[src/rps_regs.svh]
// Functional notes
// - At power-up, see an in-window input supply sample before any step.
// - Turn on input current limiter before any regulator enable.
// - Enable core regulator first, then wait for its power-good.
// - Next regulator only after previous power-good; repeat for every rail in order.
// - Check input supply against undervoltage and overvoltage limits continuously; code trips on it only from the limiter step through run.
// - Supply out of regulation abandons normal operation and starts power-down.
// - Per rail on shutdown: drop enable, then wait for power-good to fall.
// - After power-good falls, switch on that rail's drain transistor.
// - Then disable the next rail and repeat until all rails are off.
// - Each rail drains within 10 ms; full shutdown under 100 ms.
// - Rails are arranged as three ordered power groups both ways.
// - Four enables and power-goods; drain outputs on rails one, two, four only.
// - Only the scaled input supply channel drives sequencing decisions.
// - Optionally drain residual rail voltage before enabling its regulator.
// - Optionally let core and transceiver rails decay without drain transistors.
// - Logic runs from one system clock from a frequency synthesizer.
// - Synchronous reset, released only after the synthesizer reports lock.
`ifndef RPS_REGS_SVH
`define RPS_REGS_SVH
`define RPS_NRAILS      4
`define RPS_DRAIN_MASK  4'hb
`define RPS_GROUP_MAP   8'ha4
`define RPS_CLK_KHZ     250000
`define RPS_TIMEOUT_MS  10
`define RPS_TIMEOUT_CYC (`RPS_TIMEOUT_MS * `RPS_CLK_KHZ)
`define RPS_DRAIN_MS    10
`define RPS_DRAIN_CYC   (`RPS_DRAIN_MS * `RPS_CLK_KHZ)
`define RPS_UV_CODE     12'h900
`define RPS_OV_CODE     12'hc00
`define RPS_TMR_W       22
`endif

[src/rps_pkg.sv]
package rps_pkg;
  typedef enum logic [7:0] {
    S_CHECK  = 8'h01,
    S_LIMIT  = 8'h02,
    S_PREB   = 8'h04,
    S_ENABLE = 8'h08,
    S_RUN    = 8'h10,
    S_DIS    = 8'h20,
    S_DRAIN  = 8'h40,
    S_OFF    = 8'h80
  } rps_state_t;
endpackage

[src/rps_seq.sv]
`timescale 1ns/10ps
`include "rps_regs.svh"
module rps_seq import rps_pkg::*; #(
  parameter int         TIMEOUT_CYC = `RPS_TIMEOUT_CYC,
  parameter int         DRAIN_CYC   = `RPS_DRAIN_CYC,
  parameter logic [11:0] UV_CODE    = `RPS_UV_CODE,
  parameter logic [11:0] OV_CODE    = `RPS_OV_CODE
) (
  input  wire  logic        clk,
  input  wire  logic        sys_rst,
  input  wire  logic [11:0] supply_code,
  input  wire  logic        supply_valid,
  input  wire  logic [3:0]  rail_good_in,
  input  wire  logic [3:0]  rail_resid_in,
  input  wire  logic        opt_prebias,
  input  wire  logic        opt_soft_decay,
  output logic       [3:0]  rail_en,
  output logic       [3:0]  rail_drain_drive,
  output logic              limiter_en,
  output logic       [1:0]  power_group,
  output logic              seq_done,
  output logic              fault
);

  localparam int TW = `RPS_TMR_W;

  ////////////////////////////////////////////////////////////////////////
  // Helpers
  // Supply code inside the regulation window
  function automatic logic in_win(input logic [11:0] c);
    in_win = (c >= UV_CODE) && (c <= OV_CODE);
  endfunction

  // Group of a rail: core, transceiver, then the rest
  function automatic logic [1:0] grp_of(input logic [1:0] i);
    logic [7:0] m;
    m = `RPS_GROUP_MAP;
    grp_of = m[{i, 1'b0} +: 2];
  endfunction

  ////////////////////////////////////////////////////////////////////////
  // Pin synchronisers; only stage two is read by logic
  logic [3:0] good_m_q, good_s_q, resid_m_q, resid_s_q;
  always_ff @(posedge clk) begin
    good_m_q  <= rail_good_in;
    good_s_q  <= good_m_q;
    resid_m_q <= rail_resid_in;
    resid_s_q <= resid_m_q;
  end

  ////////////////////////////////////////////////////////////////////////
  // State and decode
  rps_state_t      state_q, state_d;
  logic [1:0]      idx_q, idx_d;
  logic [TW-1:0]   tmr_q;
  logic [3:0]      en_q, en_d, drn_q, drn_d;
  logic            lim_q, lim_d, flt_q, flt_d, done_q;
  logic [1:0]      grp_q;

  // Only the input supply channel feeds decisions
  wire sample_ok  = supply_valid && in_win(supply_code);
  wire sample_bad = supply_valid && !in_win(supply_code);
  wire good_cur   = good_s_q[idx_q];
  wire last_rail  = (idx_q == 2'(`RPS_NRAILS - 1));
  wire tmo_hit    = (tmr_q == TW'(TIMEOUT_CYC - 1));
  wire drn_hit    = (tmr_q == TW'(DRAIN_CYC - 1));
  wire [3:0] dmask = `RPS_DRAIN_MASK;
  // Soft decay spares the two heavy rails' transistors
  wire drn_allow  = dmask[idx_q] && !(opt_soft_decay && grp_of(idx_q) != 2'h2);
  wire preb_need  = opt_prebias && dmask[idx_q] && resid_s_q[idx_q];
  wire up_phase   = (state_q == S_LIMIT) || (state_q == S_PREB) ||
                    (state_q == S_ENABLE) || (state_q == S_RUN);

  // Next state; power-down walks idx downwards, the reverse of power-up
  always_comb begin
    state_d = state_q;
    idx_d   = idx_q;
    en_d    = en_q;
    drn_d   = drn_q;
    lim_d   = lim_q;
    flt_d   = flt_q;
    case (state_q)
      S_CHECK: begin
        if (sample_ok) begin
          state_d = S_LIMIT;
        end
      end
      S_LIMIT: begin
        lim_d   = 1'b1;
        state_d = S_PREB;
      end
      S_PREB: begin
        drn_d[idx_q] = preb_need;
        if (!preb_need) begin
          state_d = S_ENABLE;
          en_d[idx_q] = 1'b1;
        end else if (tmo_hit) begin
          flt_d   = 1'b1;
          drn_d   = 4'h0;
          state_d = S_DIS;
        end
      end
      S_ENABLE: begin
        if (good_cur) begin
          state_d = last_rail ? S_RUN : S_PREB;
          idx_d   = last_rail ? idx_q : idx_q + 2'h1;
        end else if (tmo_hit) begin
          flt_d   = 1'b1;
          en_d[idx_q] = 1'b0;
          state_d = S_DIS;
        end
      end
      S_RUN: begin
        if (!(&good_s_q)) begin // Lost power-good counts as a fault
          flt_d = 1'b1;
          en_d[idx_q] = 1'b0;
          state_d = S_DIS;
        end
      end
      S_DIS: begin
        if (!good_cur || tmo_hit) begin
          flt_d   = flt_q | tmo_hit;
          drn_d[idx_q] = drn_allow;
          state_d = S_DRAIN;
        end
      end
      S_DRAIN: begin
        if (drn_hit) begin
          if (idx_q == 2'h0) begin
            state_d = S_OFF;
            lim_d   = 1'b0;
          end else begin
            idx_d   = idx_q - 2'h1;
            en_d[idx_q - 2'h1] = 1'b0;
            state_d = S_DIS;
          end
        end
      end
      S_OFF: begin
        state_d = S_OFF; // Held off until the next reset
      end
      default: begin
        state_d = S_CHECK;
      end
    endcase
    // Supply trip overrides any power-up step
    if (up_phase && sample_bad) begin
      state_d = S_DIS;
      idx_d   = idx_q;
      en_d    = en_q & ~(4'h1 << idx_q);
      drn_d   = 4'h0;
    end
  end

  ////////////////////////////////////////////////////////////////////////
  // Registers; reset is synchronous, released by the lock-gated reset
  always_ff @(posedge clk) begin
    if (sys_rst) begin
      state_q <= S_CHECK;
      idx_q   <= 2'h0;
      en_q    <= 4'h0;
      drn_q   <= 4'h0;
      lim_q   <= 1'b0;
      flt_q   <= 1'b0;
    end else begin
      state_q <= state_d;
      idx_q   <= idx_d;
      en_q    <= en_d;
      drn_q   <= drn_d & dmask;
      lim_q   <= lim_d;
      flt_q   <= flt_d;
    end
  end

  // Wait timer restarts on every state or rail change
  always_ff @(posedge clk) begin
    if (sys_rst || state_d != state_q || idx_d != idx_q) begin
      tmr_q <= '0;
    end else if (!tmo_hit || !drn_hit) begin
      tmr_q <= tmr_q + TW'(1);
    end
  end

  // Status flops
  always_ff @(posedge clk) begin
    if (sys_rst) begin
      done_q <= 1'b0;
      grp_q  <= 2'h0;
    end else begin
      done_q <= (state_d == S_RUN);
      grp_q  <= grp_of(idx_d);
    end
  end

  assign rail_en          = en_q;
  assign rail_drain_drive = drn_q;
  assign limiter_en       = lim_q;
  assign power_group      = grp_q;
  assign seq_done         = done_q;
  assign fault            = flt_q;
endmodule // rps_seq

[config.mk]
export PLATFORM = sky130hd
export DESIGN_NAME = rps_seq
export DESIGN_NICKNAME = d
export VERILOG_FILES = /design/src/rps_pkg.sv /design/src/rps_seq.sv
export VERILOG_INCLUDE_DIRS = /design/src
export SDC_FILE = /design/constraint.sdc
export NUM_CORES = 1
export LEC_CHECK = 0
export BUFFER_PORTS_ARGS = -buffer_cell sky130_fd_sc_hd__buf_2
export CORE_UTILIZATION = 60
export CTS_BUF_LIST = sky130_fd_sc_hd__clkbuf_8
export CTS_CLUSTER_SIZE = 8
export DETAILED_ROUTE_END_ITERATION = 10
export PLACE_DENSITY_LB_ADDON = 0.05
export SLEW_MARGIN = 25
export SYNTH_ARGS = -nofsm -noshare
export SYNTH_HDL_FRONTEND = slang
export SYNTH_SLANG_ARGS = --single-unit
[constraint.sdc]
create_clock -name clk -period 6.45 [get_ports clk]
set_input_delay 0.645 -clock clk [delete_from_list [all_inputs] [get_ports clk]]
set_output_delay 0.645 -clock clk [all_outputs]
set_load 0.01 [all_outputs]
==> results of run 1 <==
## cell type report
type	instances	area share (%)
clock buffers	10	4.26
clock inverters	6	2.25
inverters	4	0.465
multi-input cells	260	50.0
flip-flops and latches	57	35.3
well taps	52	2.02
repair buffers	36	5.66
## cell families after synthesis
kind of cell               count (synthesis)  share of synthesized area [%]
and+or+nand+nor                          165                           31.1
AOI/OAI and AO/OA                         64                           14.8
DFF                                       57                           39.6
buffers and inverters                     25                           4.43
xor gates and xnor gates                  24                           7.29
muxes                                      5                           2.26
adders and majority gates                  1                          0.434
other                                      1                          0.130
## worst reg2reg max path, delay by kind of cell, from the launching register on
family / cells / cell delay, ps
simple gates: 3 / 1180
flops: 1 / 740
mux: 1 / 680
compound gates: 2 / 660
## power by group through the flow
stage	registers, W	logic, W	clock network, W
after floorplan	0.000370	0.0000253	0
after global placement	0.000371	0.0000337	0
after global routing	0.000364	0.0000390	0.000368
after detailed placement	0.000372	0.0000344	0
after CTS	0.000364	0.0000345	0.000355
final	0.000364	0.0000348	0.000349
## worst max path at each step
stage                        start                     end  slack (ps)  cells past startpoint
4_1_cts        idx_q[0]$_SDFF_PP0_   tmr_q[1]$_SDFFE_PP0N_        3110                      6
3_5_place_dp        supply_code[5]   tmr_q[1]$_SDFFE_PP0N_        3090                      8
5_1_grt        idx_q[0]$_SDFF_PP0_   tmr_q[1]$_SDFFE_PP0N_        2820                      6
6_report       idx_q[0]$_SDFF_PP0_   tmr_q[1]$_SDFFE_PP0N_        3100                      6
3_3_place_gp        supply_code[5]   tmr_q[1]$_SDFFE_PP0N_        3120                      8
2_1_floorplan       supply_code[5]  tmr_q[13]$_SDFFE_PP0N_        3670                      9
## metrics by stage
| step | hold slack, ps | instances | setup WS, ps | utilization, % |
|---|---|---|---|---|
| after global placement | 311 | 409 | 3120 | 67.4 |
| after global routing | 336 | 425 | 2820 | 72.1 |
| after floorplan | 310 | 342 | 3670 | - |
| after CTS | 333 | 425 | 3110 | 72.1 |
| final | 332 | 425 | 3100 | 72.1 |
| after detailed placement | 316 | 409 | 3090 | 67.4 |
## registers in the layout, indices dropped and copies added, names as in the netlist
signal and count:
rail_drain_drive 3, state_q 8, seq_done 1, good_s_q 4
rail_en 4, idx_q 2, limiter_en 1, resid_s_q 3
power_group 1, fault 1, tmr_q 22, resid_m_q 3
good_m_q 4
## cell usage after synthesis (4+ instances only)
cell	n	share of area, %
dfxtp_1	57	40
nor2_1	42	5.5
nand2_1	26	3.4
a21oi_1	16	2.8
nor3_1	16	2.8
nand3_1	15	2.6
xor2_1	14	4.3
clkbuf_1	11	1.4
nor2_2	10	2.2
o21ai_0	10	1.7
xnor2_1	10	3.0
a211oi_1	7	1.8
a31oi_1	7	1.5
nand4_1	7	1.5
or4_1	6	1.6
and3_1	5	1.1
inv_1	4	0.52
nand2b_1	4	0.87
nor2b_1	4	0.87
or2_2	4	0.87
## per-layer routing
layer / track usage [%] / vias to the layer above
met4: 13.8 / 0
met1: 37.0 / 1175
met3: 6.33 / 14
met2: 40.7 / 114
li1: - / 1287
met5: 0 / -
## cell usage in the layout (no fill, tap or decap), types with 5 or more instances in the layout
cell and instances:
nand4_1 7, buf_2 35, nand2_1 26, a211oi_1 7
a31oi_1 7, or4_1 6, nor2_1 42, xor2_1 14
xnor2_1 10, o21ai_0 10, a21oi_1 16, clkbuf_8 10
nand3_1 15, nor3_1 16, nor2_2 10, and3_1 5
dfxtp_1 57
==> reports/results.tsv, run 1 <==
metric	value	unit
status	complete, no violations	
setup_viol	0	
postCtsSetupRepairBufs	0	
timing.fmax	298	MHz
port_buffers	35	
cellLeakagePower	1.21	nW
slowest_delay	740	ps
top_layer	met4	
worstPathRequired	6700	ps
clock-sinks	57	
fin_crit	3350	ps
crit_family	simple AND/OR/NAND/NOR gates	
netlist_instances	342	
synthDistinctLibCells	62	
syn-cell-area	2880	um2
avgSynthCellArea	8.43	um2
p_int	0.000566	W
drt-met1-wl	3.06	mm
p_sw	0.000181	W
cts_resized	0	
io_pins	38	
r2r_cells	6	
gp_congestion	0.923	
coreArea	4470	um2
synth_seq_cells	57	
worst_setup_path_start_kind	flip-flop	
fin_setup_tns	0	ps
initial_core_util	64.4	%
reg2reg_slack	3100	ps
hold_path.class	reg -> reg	
clkPwrFrac	46.7	%
multiInputGateArea	1610	um2
die_y	71.3	um
dr_total_vias	2590	
first_pass_iters	5	
seqCellArea	1140	um2
dieArea	5090	um2
reg2reg_to	tmr_q[1]$_SDFFE_PP0N_	
hold_violations	0	
ys_warn_count	0	
min_delay_path_depth	0	
p_total	0.000747	W
rsz0062_at_grt	false	
htreeDepth	3	
cp_max_fo	22	
drive_above_1_share	21.2	%
drc	0	
antenna_cells	0	
grt_pass1_wl	10.6	mm
slowest_stage	dfxtp_1	
yosysSeqAreaShare	39.6	%
p_comb_share	4.7	%
drt_iter0_drc	225	
powerDensity	232	nW/um2
numCtsBuffers	9	
via_per_inst	6.09	
pwr-share-seq	48.6	%
skew	8.14	ps
critical_path_class	reg -> reg	
dpl_cell_area	3020	um2
slew_headroom	51.3	%
clkSlewWorstSetupHoldPaths	70	ps
syn-num-nets	368	
stdcell_area	3230	um2
clock_latency	340	ps
min_to	resid_s_q[1]$_DFF_P_	
cts_root_buf	clkbuf_8	
nets	394	
route.met3.wl	420	um
swShare	24.2	%
cts_tree	done	
finalMaxSlewViolations	0	
min_from	resid_m_q[1]$_DFF_P_	
grt_overflow_total	0	
async_flop_share	0	%
die_w	71.3	um
antenna_left	0	
critPathArrivalTime	3610	ps
routedWlPerCell	15.0	um
rows	24	
r2r-start	idx_q[0]$_SDFF_PP0_	
finalCritPeriodShare	52.0	%
num-fill-cells	365	
first_global_vias	2292	
clockBufferDepth	2	
critical_path_buf_inv_count	0	
synth-edff-count	0	
endpoint_kind	flip-flop	
maxCapViolCount	0	
grt_max_degree	23	
areaGrowthSynthToFinish	12.0	%
grt_usage	27.3	%
met2_wirelength	2.78	mm
dpl.hpwl	4.54	mm
path_cells	mux4_2 -> and3_1 -> or2_2 -> a211oi_1 -> nand4_2 -> a21oi_1	
ys.flop_type	dfxtp_1	
hold_buffers	0	
worst_slew_pin_slew	729	ps
grt_antenna_before_repair	0	
peakVddDrop	0.315	mV
wl	6.37	mm
(Power assumes the default switching activity.)
==> run 2: changes to the inputs <==
--- a/config.mk
+++ b/config.mk
@@ -6,8 +6,9 @@
 export SDC_FILE = /design/constraint.sdc
 export NUM_CORES = 1
 export LEC_CHECK = 0
+export ABC_AREA = 1
 export BUFFER_PORTS_ARGS = -buffer_cell sky130_fd_sc_hd__buf_2
-export CORE_UTILIZATION = 60
+export CORE_UTILIZATION = 55
 export CTS_BUF_LIST = sky130_fd_sc_hd__clkbuf_8
 export CTS_CLUSTER_SIZE = 8
 export DETAILED_ROUTE_END_ITERATION = 10
==> constraint.sdc (replaced) <==
create_clock -name clk -period 2.7 [get_ports clk]
set_input_delay 0.27 -clock clk [delete_from_list [all_inputs] [get_ports clk]]
set_output_delay 0.27 -clock clk [all_outputs]
set_load 0.01 [all_outputs]
==> run 2 against run 1 <==
Worst hold slack got worse by 310 ps. Die area increased by 24%. Design area increased by 15%. Largest cell class unchanged. Critical endpoint is now tmr_q[11]$_SDFFE_PP0N_. Maximum frequency increased by 44%. Register-to-register slack got worse by 2700 ps. Power increased to 2.6 times the previous value. Clock power increased to 2.6 times the previous value. Synthesized cell count increased by 37%. Global-route usage decreased by 2.4 points. Cell count increased by 37%. Sequential power increased by 140%.
==> reports/results.tsv, run 2 <==
metric	value	unit
status	complete, no violations	
drive_above_1_share	21.7	%
dpl.cell_count	568	
worstPathRequired	2960	ps
fin_crit	2320	ps
largest_register_ffs	22	
largest_register	tmr_q	
skew	12.9	ps
areaGrowthSynthToFinish	13.2	%
netlist_instances	469	
grt_pass1_wl	12.1	mm
syn-cell-area	3280	um2
dieArea	6280	um2
fin_setup_tns	0	ps
yosysTopAreaCell	dfxtp_1	
cts_tree	done	
reg2reg_slack	380	ps
postCtsSetupRepairBufs	0	
gp_congestion	0.879	
via_per_inst	5.19	
synthDistinctLibCells	34	
first_global_vias	2857	
hold_buffers	0	
clock_latency	350	ps
finalCritPeriodShare	86.1	%
grt_util_met2	45.4	%
syn-num-nets	495	
cellLeakagePower	1.68	nW
peakVddDrop	0.457	mV
hold_violations	0	
synthTopCellsByArea	dfxtp_1, nand2_1, inv_1, nor2_1, nor3_2	
routedWlPerCell	12.3	um
drc	0	
hold_path.class	in -> reg	
clock-sinks	57	
final_cell_mix	nand2_1, inv_1, nor2_1	
ys_warn_count	0	
powerDensity	513	nW/um2
yosysMostFrequentCell	nand2_1	
antenna_left	0	
worst_setup_path_start_kind	flip-flop	
final_cells	584	
ys.flop_type	dfxtp_1	
synth.top_cells.by_count	nand2_1, inv_1, nor2_1, dfxtp_1, nand3_1	
grt_max_degree	23	
port_buffers	35	
top_regs	tmr_q (22), state_q (8)	
timing.fmax	430	MHz
p_total	0.00191	W
first_pass_iters	4	
htreeDepth	3	
use_met1	26.8	%
io_pins	38	
async_flop_share	0	%
dpl_cell_area	3490	um2
synth_seq_cells	57	
cp_max_fo	22	
grt_overflow_total	0	
nets	533	
yosysSeqAreaShare	34.7	%
dpl.hpwl	5.30	mm
num-fill-cells	519	
finalMaxSlewViolations	0	
critical_path_class	reg -> reg	
maxCapViolCount	0	
clkSlewWorstSetupHoldPaths	70	ps
grt_usage	24.8	%
die_w	79.3	um
coreArea	5640	um2
gr-max-usage-layer	met2	
layout_commonest_cell	nand2_1	
rows	27	
numCtsBuffers	9	
avgSynthCellArea	7.00	um2
cts_resized	0	
grt_use_met3	5.75	%
wl	7.16	mm
yosysTopAreaCellShare	34.7	%
clockBufferDepth	2	
antenna_cells	0	
initial_core_util	58.2	%
drt_iter0_drc	86	
setup_viol	0	
stdcell_area	3720	um2
dr_total_vias	3033	
die_y	79.3	um
grt_antenna_before_repair	0	
critPathArrivalTime	2590	ps
rsz0062_at_grt	false	
cts_root_buf	clkbuf_8	
synth-edff-count	0	
endpoint_kind	flip-flop	
==> run 2: final cells by class <==
type / count / area, um2 / area share [%]
clock buffer: 11 / 151 / 4.07
multi-input combinational: 332 / 1800 / 48.3
timing repair buffer: 39 / 205 / 5.52
tap: 72 / 90.1 / 2.42
inverter: 68 / 255 / 6.87
sequential: 57 / 1140 / 30.7
clock inverter: 5 / 77.6 / 2.09
==> run 2: power breakdown <==
part / internal (W) / switching [W] / leakage [nW]
clock network: 0.000566 / 0.000346 / 0.115
registers: 0.000858 / 0.00000980 / 0.465
logic: 0.0000425 / 0.0000841 / 1.10
==> run 2: worst paths after layout <==
path                         start                     end  depth (start not counted)
min reg2reg    good_m_q[1]$_DFF_P_     good_s_q[1]$_DFF_P_                          0
max reg2reg  state_q[4]$_SDFF_PP0_  tmr_q[11]$_SDFFE_PP0N_                         14
max          state_q[4]$_SDFF_PP0_  tmr_q[11]$_SDFFE_PP0N_                         14
min               rail_resid_in[3]    resid_m_q[3]$_DFF_P_                          1
==> run 2: cells by family (layout without fill, tap and decap cells) <==
group                      Yosys count  count (layout)  share of synthesized area, %
muxes                                1               1                         0.305
DFF                                 57              57                          34.7
AOI/OAI and AO/OA                   38              38                          6.48
buffers and inverters               80             123                          10.6
adders and majority gates            1               1                         0.381
and+or+nand+nor                    272             272                          42.4
other                                1               1                         0.114
xor gates and xnor gates            19              19                          5.07
==> run 2: worst max-delay path: stages, from the launching register on <==
cell and delay (ps):
dfxtp_1 350, nor2_2 190, nand2_2 130, nor2_4 260, nor2_2 80, nand3_2 90, nand3_4 200, nand2_2 160
inv_2 40, nand3_1 60, nand2_1 50, nor2_1 130, nand3_2 90, buf_4 250, nor3_1 160
==> run 2: routing by layer <==
metal  part of all wire (%)  vias to the layer above
met5                      0                        -
met4                    2.0                        0
met3                    3.3                       16
met2                     51                       65
met1                     44                     1380
li1                       -                     1572
==> run 2: through the flow <==
stage	util [%]	hold WS, ps	setup WS, ps
2_1_floorplan	-	298	800
3_3_place_gp	61.8	310	423
3_5_place_dp	61.8	312	395
4_1_cts	65.9	7.42	373
5_1_grt	65.9	5.99	116
6_report	65.9	17.8	376
==> run 3: changes to the inputs <==
--- a/config.mk
+++ b/config.mk
@@ -7,7 +7,7 @@
 export NUM_CORES = 1
 export LEC_CHECK = 0
 export ABC_AREA = 1
-export BUFFER_PORTS_ARGS = -buffer_cell sky130_fd_sc_hd__buf_2
+export BUFFER_PORTS_ARGS = -buffer_cell sky130_fd_sc_hd__buf_4
 export CORE_UTILIZATION = 55
 export CTS_BUF_LIST = sky130_fd_sc_hd__clkbuf_8
 export CTS_CLUSTER_SIZE = 8
==> run 3 against run 2 <==
Clock-buffer cell count down 2. Sequential share of layout area fell by 0.48 points. Via count rose by 1.4%. First-iteration DRC count grew 20%. Clock skew up 1.4 ps. Register-to-register slack worse by 20 ps.
==> reports/results.tsv, run 3 (synthesis results as in run 2) <==
metric	value	unit
status	complete, no violations	
routedWlPerCell	12.2	um
layout_commonest_cell	nand2_1	
top_regs	tmr_q (22), state_q (8)	
drc	0	
fin_setup_tns	0	ps
final_cell_mix	nand2_1, inv_1, nor2_1	
worstPathRequired	2960	ps
fin_util	66.9	%
clock-sinks	57	
finalMaxSlewViolations	0	
antenna_cells	0	
numCtsBuffers	9	
drt_iter0_drc	103	
grt_pass1_wl	12.3	mm
setup_viol	0	
slowest_delay	360	ps
stdcell_area	3780	um2
wl	7.11	mm
cp_max_fo	22	
hold_path.class	in -> reg	
antenna_left	0	
hold_buffers	0	
initial_core_util	58.2	%
port_buffers	35	
peakVddDrop	0.429	mV
cts_tree	done	
htreeDepth	3	
maxCapViolCount	0	
grt_antenna_before_repair	0	
skew	14.3	ps
critPathArrivalTime	2600	ps
grt_usage	25.2	%
cts_root_buf	clkbuf_8	
drive_above_1_share	21.5	%
nets	532	
largest_register_ffs	22	
largest_register	tmr_q	
slowest_stage	dfxtp_1	
clkSlewWorstSetupHoldPaths	70	ps
coreArea	5640	um2
rsz0062_at_grt	false	
via_per_inst	5.28	
timing.fmax	427	MHz
postCtsSetupRepairBufs	0	
dpl.hpwl	5.35	mm
dr_total_vias	3076	
dieArea	6280	um2
first_pass_iters	7	
grt_overflow_total	0	
first_global_vias	2928	
worst_setup_path_start_kind	flip-flop	
critical_path_class	reg -> reg	
final_cells	583	
die_y	79.3	um
path_cells	ha_1 -> nand3_1 -> nor2_1 -> nand3_1 -> nand2_1 -> nand2_2 -> nand2_1 -> inv_1 -> nand2_1 -> nand3_1 -> nor2_1 -> nand3_2 -> buf_4 -> nor3_1	
hold_violations	0	
gp_congestion	0.893	
io_pins	38	
dpl.cell_count	567	
critical_path_buf_inv_count	2	
die_w	79.3	um
cellLeakagePower	1.67	nW
areaGrowthSynthToFinish	15.0	%
grt_max_degree	23	
clock_latency	350	ps
dpl_cell_area	3580	um2
crit_family	simple AND/OR/NAND/NOR gates	
powerDensity	475	nW/um2
cts_resized	0	
finalCritPeriodShare	86.7	%
rows	27	
endpoint_kind	flip-flop	
fin_crit	2340	ps
clockBufferDepth	2	
-- run 3: cell count changes in the layout (fill, tap and decap cells not counted) --
cell        change
clkinv_4        +1
buf_4          +33
clkinvlp_4      +2
buf_12          +1
bufinv_16       -1
buf_2          -35
clkbuf_8        -2
-- run 3: power by group --
part / switching (W) / total [W] / internal, W / leakage [nW]
sequential: 0.00000926 / 0.000868 / 0.000858 / 0.465
combinational: 0.0000847 / 0.000143 / 0.0000586 / 1.12
clock: 0.000362 / 0.000785 / 0.000423 / 0.0912
-- run 3: path summary, 6_finish.rpt --
check / from / endpoint / slack, ps / depth (start not counted)
worst max-delay path: tmr_q[0]$_SDFFE_PP0N_ / tmr_q[11]$_SDFFE_PP0N_ / 360 / 14
worst min-delay path: rail_resid_in[0] / resid_m_q[0]$_DFF_P_ / 30 / 1
worst max register to register: tmr_q[0]$_SDFFE_PP0N_ / tmr_q[11]$_SDFFE_PP0N_ / 360 / 14
worst min register to register: resid_m_q[1]$_DFF_P_ / resid_s_q[1]$_DFF_P_ / 320 / 0
-- run 3: stage by stage --
step	hold slack, ps	worst slack (ps)	total power (W)
floorplan	298	800	0.000986
global placement	310	434	0.00103
detailed placement	312	352	0.00103
CTS	10.1	354	0.00181
global route	6.51	28.3	0.00187
finish	26.2	360	0.00180
-- run 3: cell type report --
type | count | area (um2)
Clock buffer | 9 | 124
Clock inverter | 7 | 71.3
Fill cell | 500 | 1870
Inverter | 68 | 255
Multi-Input combinational cell | 332 | 1800
Sequential cell | 57 | 1140
Tap cell | 72 | 90.1
Timing Repair Buffer | 38 | 298
-- run 3: per-layer routing --
layer / GRT usage, % / vias up / share of wire [%]
li1: - / 1574 / -
met1: 27.3 / 1407 / 43
met2: 45.0 / 72 / 50
met3: 6.44 / 23 / 4.5
met4: 12.7 / 0 / 2.8
met5: 0 / - / 0
